**config.mk**
```make
export PLATFORM = sky130hd
export DESIGN_NAME = i6pm_mux
export DESIGN_NICKNAME = d
export VERILOG_FILES = /design/src/rtl/i6pm_pkg.sv /design/src/rtl/i6pm_mux.sv /design/src/rtl/i6pm_edge.sv
export SDC_FILE = /design/constraint.sdc
export NUM_CORES = 1
export LEC_CHECK = 0
export ABC_CLOCK_PERIOD_IN_PS = 1290
export BUFFER_PORTS_ARGS = -buffer_cell sky130_fd_sc_hd__buf_2
export CELL_PAD_IN_SITES_DETAIL_PLACEMENT = 1
export CELL_PAD_IN_SITES_GLOBAL_PLACEMENT = 1
export CORE_MARGIN = 1
export CORE_UTILIZATION = 30
export DETAILED_ROUTE_END_ITERATION = 16
export PLACE_DENSITY = 0.75
export SLEW_MARGIN = 30
export SYNTH_ARGS = -nofsm -noshare
export SYNTH_HDL_FRONTEND = slang
export SYNTH_HIERARCHICAL = 1
export SYNTH_SLANG_ARGS = --single-unit
```
**constraint.sdc**
```tcl
create_clock -name mclk_i -period 1.29 [get_ports mclk_i]
set_input_delay 0.129 -clock mclk_i [delete_from_list [all_inputs] [get_ports mclk_i]]
set_output_delay 0.129 -clock mclk_i [all_outputs]
set_load 0.005 [all_outputs]
```
**src/rtl/i6pm_pkg.sv**
```systemverilog
// Purpose: shared types and constants for the interrupt-6 pin function mux
// Assumes: one device clock, synchronous active-high reset
// Notes: no register map; every control bit is a plain port

package i6pm_pkg;

  // ----------------------------------------------------------------------
  // function and trigger selections
  // ----------------------------------------------------------------------
  // normal-mode pin function; the unused code falls back to gpio
  typedef enum logic [1:0] {
    I6PM_FN_GPIO,
    I6PM_FN_IRQ,
    I6PM_FN_CODEC
  } i6pm_func_t;

  // interrupt trigger mode; the unused code falls back to level
  typedef enum logic [1:0] {
    I6PM_TRIG_LEVEL,
    I6PM_TRIG_RISE,
    I6PM_TRIG_FALL
  } i6pm_trig_t;

  // ----------------------------------------------------------------------
  // reset and idle values
  // ----------------------------------------------------------------------
  localparam logic I6PM_PIN_IDLE = 1'h1; // pin is pulled up when undriven
  localparam logic I6PM_OE_RST = 1'h0; // gpio input after reset
  localparam logic I6PM_OUT_RST = 1'h0; // output data before first drive
  localparam logic I6PM_IRQ_RST = 1'h0; // no request after reset
  localparam logic I6PM_PRI_EN_RST = 1'h1; // primary codec pin enabled
  localparam logic I6PM_IRQ_ACTIVE_LVL = 1'h0; // level mode asserts on low

  // ----------------------------------------------------------------------
  // state records
  // ----------------------------------------------------------------------
  // synchroniser and edge history of the pin input
  typedef struct packed {
    logic meta; // first stage, read only by the second
    logic sync; // synchronised pin level
    logic prev; // synchronised level one cycle earlier
  } i6pm_sync_t;

  // registered outputs of the mux
  typedef struct packed {
    logic pin_out; // level driven onto the pin
    logic pin_oe; // pin output enable
    logic irq; // interrupt request to the controller
    logic gpio_din; // gpio input value
    logic dsr; // data-set-ready towards the serial port
    logic codec_pri_en; // primary codec transmit pin enable
  } i6pm_state_t;

endpackage

```
**src/rtl/i6pm_mux.sv**
```systemverilog
// Purpose: function selection for the interrupt-6 multi-purpose pin
// Assumes: mode select and controls are synchronous to mclk_i
// Notes: the test-reset path is combinational so it acts without a clock
//
// Function
// - mode select high routes pin to test reset
// - normal mode: pin is interrupt, codec or gpio
// - interrupt triggers: level, rising edge, falling edge
// - codec function drives transmit shift data out
// - codec function disables primary codec transmit pin
// - gpio output level doubles as data-set-ready
// - gpio by default; gpio input after reset
// - test reset acts asynchronously on tap
// - alternate mode disconnects primary test-reset pin

`timescale 1ns/100ps

module i6pm_mux (
  // clock and reset
  input wire logic mclk_i,
  input wire logic rst_i,
  // mode select, high picks the alternate function
  input wire logic mode_alt_i,
  // normal-mode configuration
  input wire i6pm_pkg::i6pm_func_t pin_function_select_i,
  input wire i6pm_pkg::i6pm_trig_t irq_trig_i,
  input wire logic gpio_dir_out_i,
  input wire logic gpio_dout_i,
  // codec transmit shift register serial data
  input wire logic codec_tx_sdata_i,
  // primary test reset, active low
  input wire logic primary_trst_n_i,
  // the pin itself
  input wire logic pin_in_i,
  output logic pin_out_o,
  output logic pin_oe_o,
  // to the interrupt controller
  output logic external_irq_line_six_o,
  // gpio read-back and serial port handshake
  output logic gpio_din_o,
  output logic dsr_o,
  // primary codec transmit pin enable
  output logic codec_tx_primary_en_o,
  // test reset towards the tap controller, active low
  output logic tap_trst_n_o
);
  import i6pm_pkg::*;

  // ----------------------------------------------------------------------
  // declarations
  // ----------------------------------------------------------------------
  i6pm_state_t st_q; // registered outputs
  i6pm_state_t st_d; // next outputs
  logic pin_sync; // synchronised pin level
  logic pin_rise; // one-cycle rising edge
  logic pin_fall; // one-cycle falling edge

  // ----------------------------------------------------------------------
  // pin input synchroniser and edge detector
  // ----------------------------------------------------------------------
  i6pm_edge u_i6pm_edge (
    .mclk_i(mclk_i),
    .rst_i(rst_i),
    .din_i(pin_in_i),
    .level_o(pin_sync),
    .rise_o(pin_rise),
    .fall_o(pin_fall)
  );

  // ----------------------------------------------------------------------
  // next-state logic for the normal functions
  // ----------------------------------------------------------------------
  always_comb begin
    st_d = st_q;
    st_d.pin_out = I6PM_OUT_RST;
    st_d.pin_oe = I6PM_OE_RST;
    st_d.irq = I6PM_IRQ_RST;
    st_d.gpio_din = pin_sync;
    st_d.dsr = st_q.dsr;
    st_d.codec_pri_en = I6PM_PRI_EN_RST;
    if (mode_alt_i) begin
      // alternate mode: pin is a pure input for test reset
      st_d.pin_oe = I6PM_OE_RST;
    end else begin
      case (pin_function_select_i)
        I6PM_FN_IRQ: begin
          // pin stays an input and feeds the interrupt request
          case (irq_trig_i)
            I6PM_TRIG_RISE: begin
              st_d.irq = pin_rise;
            end
            I6PM_TRIG_FALL: begin
              st_d.irq = pin_fall;
            end
            default: begin
              st_d.irq = (pin_sync == I6PM_IRQ_ACTIVE_LVL);
            end
          endcase
        end
        I6PM_FN_CODEC: begin
          // codec transmit data leaves here, primary pin goes quiet
          st_d.pin_oe = 1'h1;
          st_d.pin_out = codec_tx_sdata_i;
          st_d.codec_pri_en = 1'h0;
        end
        default: begin
          // gpio; direction from software, input after reset
          st_d.pin_oe = gpio_dir_out_i;
          if (gpio_dir_out_i) begin
            st_d.pin_out = gpio_dout_i;
            st_d.dsr = gpio_dout_i;
          end
        end
      endcase
    end
  end

  // ----------------------------------------------------------------------
  // output registers; reset leaves the pin a gpio input
  // ----------------------------------------------------------------------
  always_ff @(posedge mclk_i) begin
    if (rst_i) begin
      st_q <= '{pin_out: I6PM_OUT_RST, pin_oe: I6PM_OE_RST, irq: I6PM_IRQ_RST,
                gpio_din: I6PM_PIN_IDLE, dsr: I6PM_OUT_RST,
                codec_pri_en: I6PM_PRI_EN_RST};
    end else begin
      st_q <= st_d;
    end
  end

  assign pin_out_o = st_q.pin_out;
  assign pin_oe_o = st_q.pin_oe;
  assign external_irq_line_six_o = st_q.irq;
  assign gpio_din_o = st_q.gpio_din;
  assign dsr_o = st_q.dsr;
  assign codec_tx_primary_en_o = st_q.codec_pri_en;

  // ----------------------------------------------------------------------
  // test-reset routing, no clock in the path so reset is asynchronous
  // ----------------------------------------------------------------------
  // a glitch-free switch is the outside agent's job, none is added here
  always_comb begin
    if (mode_alt_i) begin
      tap_trst_n_o = pin_in_i;
    end else begin
      tap_trst_n_o = primary_trst_n_i;
    end
  end
endmodule

```
**src/rtl/i6pm_edge.sv**
```systemverilog
// Purpose: synchronise the pin input and flag its edges
// Assumes: pin input may change at any time
// Notes: rise and fall are single-cycle pulses from registered history

`timescale 1ns/100ps

module i6pm_edge (
  // clock and reset
  input wire logic mclk_i,
  input wire logic rst_i,
  // raw pin level
  input wire logic din_i,
  // synchronised level and edge pulses
  output logic level_o,
  output logic rise_o,
  output logic fall_o
);
  import i6pm_pkg::*;

  i6pm_sync_t st_q; // registered history
  i6pm_sync_t st_d; // next history

  // ----------------------------------------------------------------------
  // next state: shift the pin level through two stages and a history bit
  // ----------------------------------------------------------------------
  always_comb begin
    st_d = st_q;
    st_d.meta = din_i;
    st_d.sync = st_q.meta;
    st_d.prev = st_q.sync;
  end

  // idle level matches the pull-up so reset gives no false edge
  always_ff @(posedge mclk_i) begin
    if (rst_i) begin
      st_q <= '{meta: I6PM_PIN_IDLE, sync: I6PM_PIN_IDLE, prev: I6PM_PIN_IDLE};
    end else begin
      st_q <= st_d;
    end
  end

  // edges are seen only on the synchronised stages
  assign level_o = st_q.sync;
  assign rise_o = st_q.sync & ~st_q.prev;
  assign fall_o = ~st_q.sync & st_q.prev;

endmodule

```
==> summary.txt <==
Logic synthesis
  • Leading post-synthesis cells by cell area: dfxtp_1 (45%), ha_1 (16%), mux2i_1 (5.0%)
  • Synthesized area per cell: 10.3 um^2
  • Register bit count reported by yosys: 9
  • Number of warnings reported in the yosys synthesis log: 6
  • Number of flops mapped to enable cells by yosys: 0
  • Top post-synthesis cells by count: dfxtp_1 (9), ha_1 (5), inv_1 (4), or2_1 (3)
  • Synthesized area: 403 um^2
  • Synthesized Nets: 56
  • Sequential share of the synthesized area: 44.7%
  • Predominant post-synthesis flop cell: dfxtp_1
  • Ys async rst share: 0%
  • Instance count of the mapped netlist: 39
  • Largest area contributor in the synthesized netlist: dfxtp_1
  • Yosys cell types: 18
  • Top cell type's share of synthesized area: 44.7%
  • Most instantiated library cell after synthesis: dfxtp_1

GRT
  • Overall overflow remaining after global route: 0
  • First-pass GRT wire length: 1460 um
  • Initial antenna violation count: 0
  • Via count of the first global-routing pass: 345
  • Largest net degree at the start of global routing: 9
  • Total GRT Usage: 16.1%

Placed design
  • Post-detailed-placement half-perimeter wirelength: 705 um
  • Routability-driven placement congestion ratio: 0.589
  • Placed inst area: 510 um^2
  • Input/output buffers: 18

Floorplanning
  • Initial core utilization: 34.4%
  • Width of the die: 38.6 um
  • Total number of placement rows: 12
  • Core Area: 1170 um^2
  • Die Y-Extent: 38.6 um
  • Top-Level Pins: 19
  • Area of the die: 1490 um^2

STA
  • Endpoints failing setup: 0
  • Hold WS: 0.0593 ns
  • Number of pins exceeding their max-slew limit in the final report: 0
  • RSZ-0062 raised after global routing: false
  • Fmax: 814 MHz
  • Post-layout minimum cycle time: 1.23 ns
  • Number of hold-slack violations in the final timing report: 0
  • Total negative setup slack: 0 ns
  • Worst clock skew: 0.00242 ns
  • Post-route clock period utilization: 95.2%
  • Tightest slew margin relative to the limit: 87.1%
  • Transition time at the pin with the least slew margin: 0.193 ns

Pwr
  • Maximum resistive drop on vdd: 0.562 mV
  • Leakage Power: 0.278 nW
  • Areal power density over the cells: 1090 nW/um^2

Critical path
  • Crit Path Class: reg -> reg
  • Element type at the critical path end: register
  • Worst-case register-to-register setup slack: 0.06 ns
  • RR Startpoint: u_i6pm_edge/level_o
  • Critical path required time: 1.44 ns
  • Reg2reg end: external_irq_line_six_o
  • Highest fanout seen on the critical path: 5
  • Worst setup SP type: register
  • Arrival time of the worst setup path: 1.38 ns
  • Path depth of the worst reg2reg path: 3

Hold path
  • Hold crit path type: in -> reg
  • Min-Delay Path Depth: 2
  • Worst Hold End: u_i6pm_edge/st_d[1]
  • Hold path start: pin_in_i

Clocking
  • CTS clk-pin slew, worst paths: 0.06 ns
  • Setup Buffers After CTS: 0
  • TritonCTS clock tree: done
  • Buffer depth of the longest clock path: 2
  • Clock network latency to the later pin of the worst-skew pair: 0.26 ns
  • H-Tree Level Count: 1
  • Number of clock sinks seen by CTS: 9
  • Library cell used as clock root buffer: clkbuf_4
  • Clock buffer count from CTS: 3
  • Cts-stage hold buffer count: 0
  • # resized after CTS: 0

Status
  • Result of the run: complete, no violations

Finish
  • Inserted Diodes: 0
  • Final core utilization: 45.8%
  • Non-Filler Cell Area, Final: 537 um^2
  • Layout cells sized above 1: 37.7%
  • Area grow syn2layout: 33.2%
  • Net count of the finished layout: 79
  • Fillers: 140

Route
  • Number of vias after detailed routing: 354
  • Routed wirelength normalized by instance count: 11.3 um
  • Final routed wirelength across all metal layers: 847 um
  • Starting DRC count in detailed routing: 1
  • Post-route ant nets: 0
  • DRC: 0
  • First-pass DRT Iterations: 2
  • Per-cell via count in the routed design: 4.72

Job
  • Number of max-cap violations: 0
[placed cells by master, fill, tap and decap left out]
cell	count
clkbuf_1	1
nand3b_1	2
nand2b_1	2
dfxtp_1	9
mux2_2	1
inv_1	4
mux2i_1	2
clkbuf_4	3
nand2_1	2
or2_2	1
nor2b_1	1
nor3_1	1
nand3_1	1
and2b_1	1
ha_1	5
buf_2	18
and4_1	1
a221o_1	1
or2_1	3
a21boi_0	1
nor2_1	1
[kinds of logic after synthesis]
kind of cell,after synthesis,share of synthesized area [%]
simple gates,16,23.9
flops,9,44.7
fa+ha+maj,5,15.5
buf+inv,4,3.73
mux,3,7.76
compound gates,2,4.35
[per-layer routing]
| metal | GRT usage, % | vias to the layer above | part of all wire (%) | wire, um |
|---|---|---|---|---|
| li1 | - | 173 | - | - |
| met1 | 16.0 | 162 | 39 | 333 |
| met2 | 25.8 | 14 | 51 | 430 |
| met3 | 6.94 | 5 | 6.4 | 54 |
| met4 | 12.9 | 0 | 3.4 | 29 |
| met5 | 0 | - | 0 | 0 |
[metrics by stage]
step,setup WS (ns),total power [mW],std cells
CTS,0.0562,0.600,75
floorplan,0.179,0.335,39
global route,0.0342,0.625,75
detailed placement,0.0641,0.376,71
finish,0.0616,0.584,75
global placement,0.157,0.372,71
[worst max-delay path by stage]
stage | start | endpoint | depth (start not counted)
after floorplan | u_i6pm_edge/level_o | external_irq_line_six_o | 3
after global placement | u_i6pm_edge/level_o | external_irq_line_six_o | 3
after detailed placement | u_i6pm_edge/level_o | external_irq_line_six_o | 3
after CTS | u_i6pm_edge/level_o | external_irq_line_six_o | 3
after global routing | u_i6pm_edge/level_o | external_irq_line_six_o | 3
final | u_i6pm_edge/level_o | external_irq_line_six_o | 3
[where the power goes]
group / switching (mW) / total (mW) / internal [mW] / leakage [nW]
clock network: 0.0968 / 0.216 / 0.119 / 0.0150
logic: 0.0355 / 0.0770 / 0.0415 / 0.189
registers: 0.00345 / 0.291 / 0.288 / 0.0736
[final cells by class]
type                    instances  area (um^2)  share of cell area [%]
repair buffers                 18         90.1                    16.8
inverters                       4         15.0                    2.80
well taps                      14         17.5                    3.26
multi-input cells              26          208                    38.7
flip-flops and latches          9          180                    33.6
clock buffers                   4         26.3                    4.90
[critical path, stage by stage (launching register included)]
cell and delay, ns:
dfxtp_1 0.37, and2b_1 0.21, a221o_1 0.35, and4_1 0.19
Note: power is estimated with default switching activity, not from simulation.
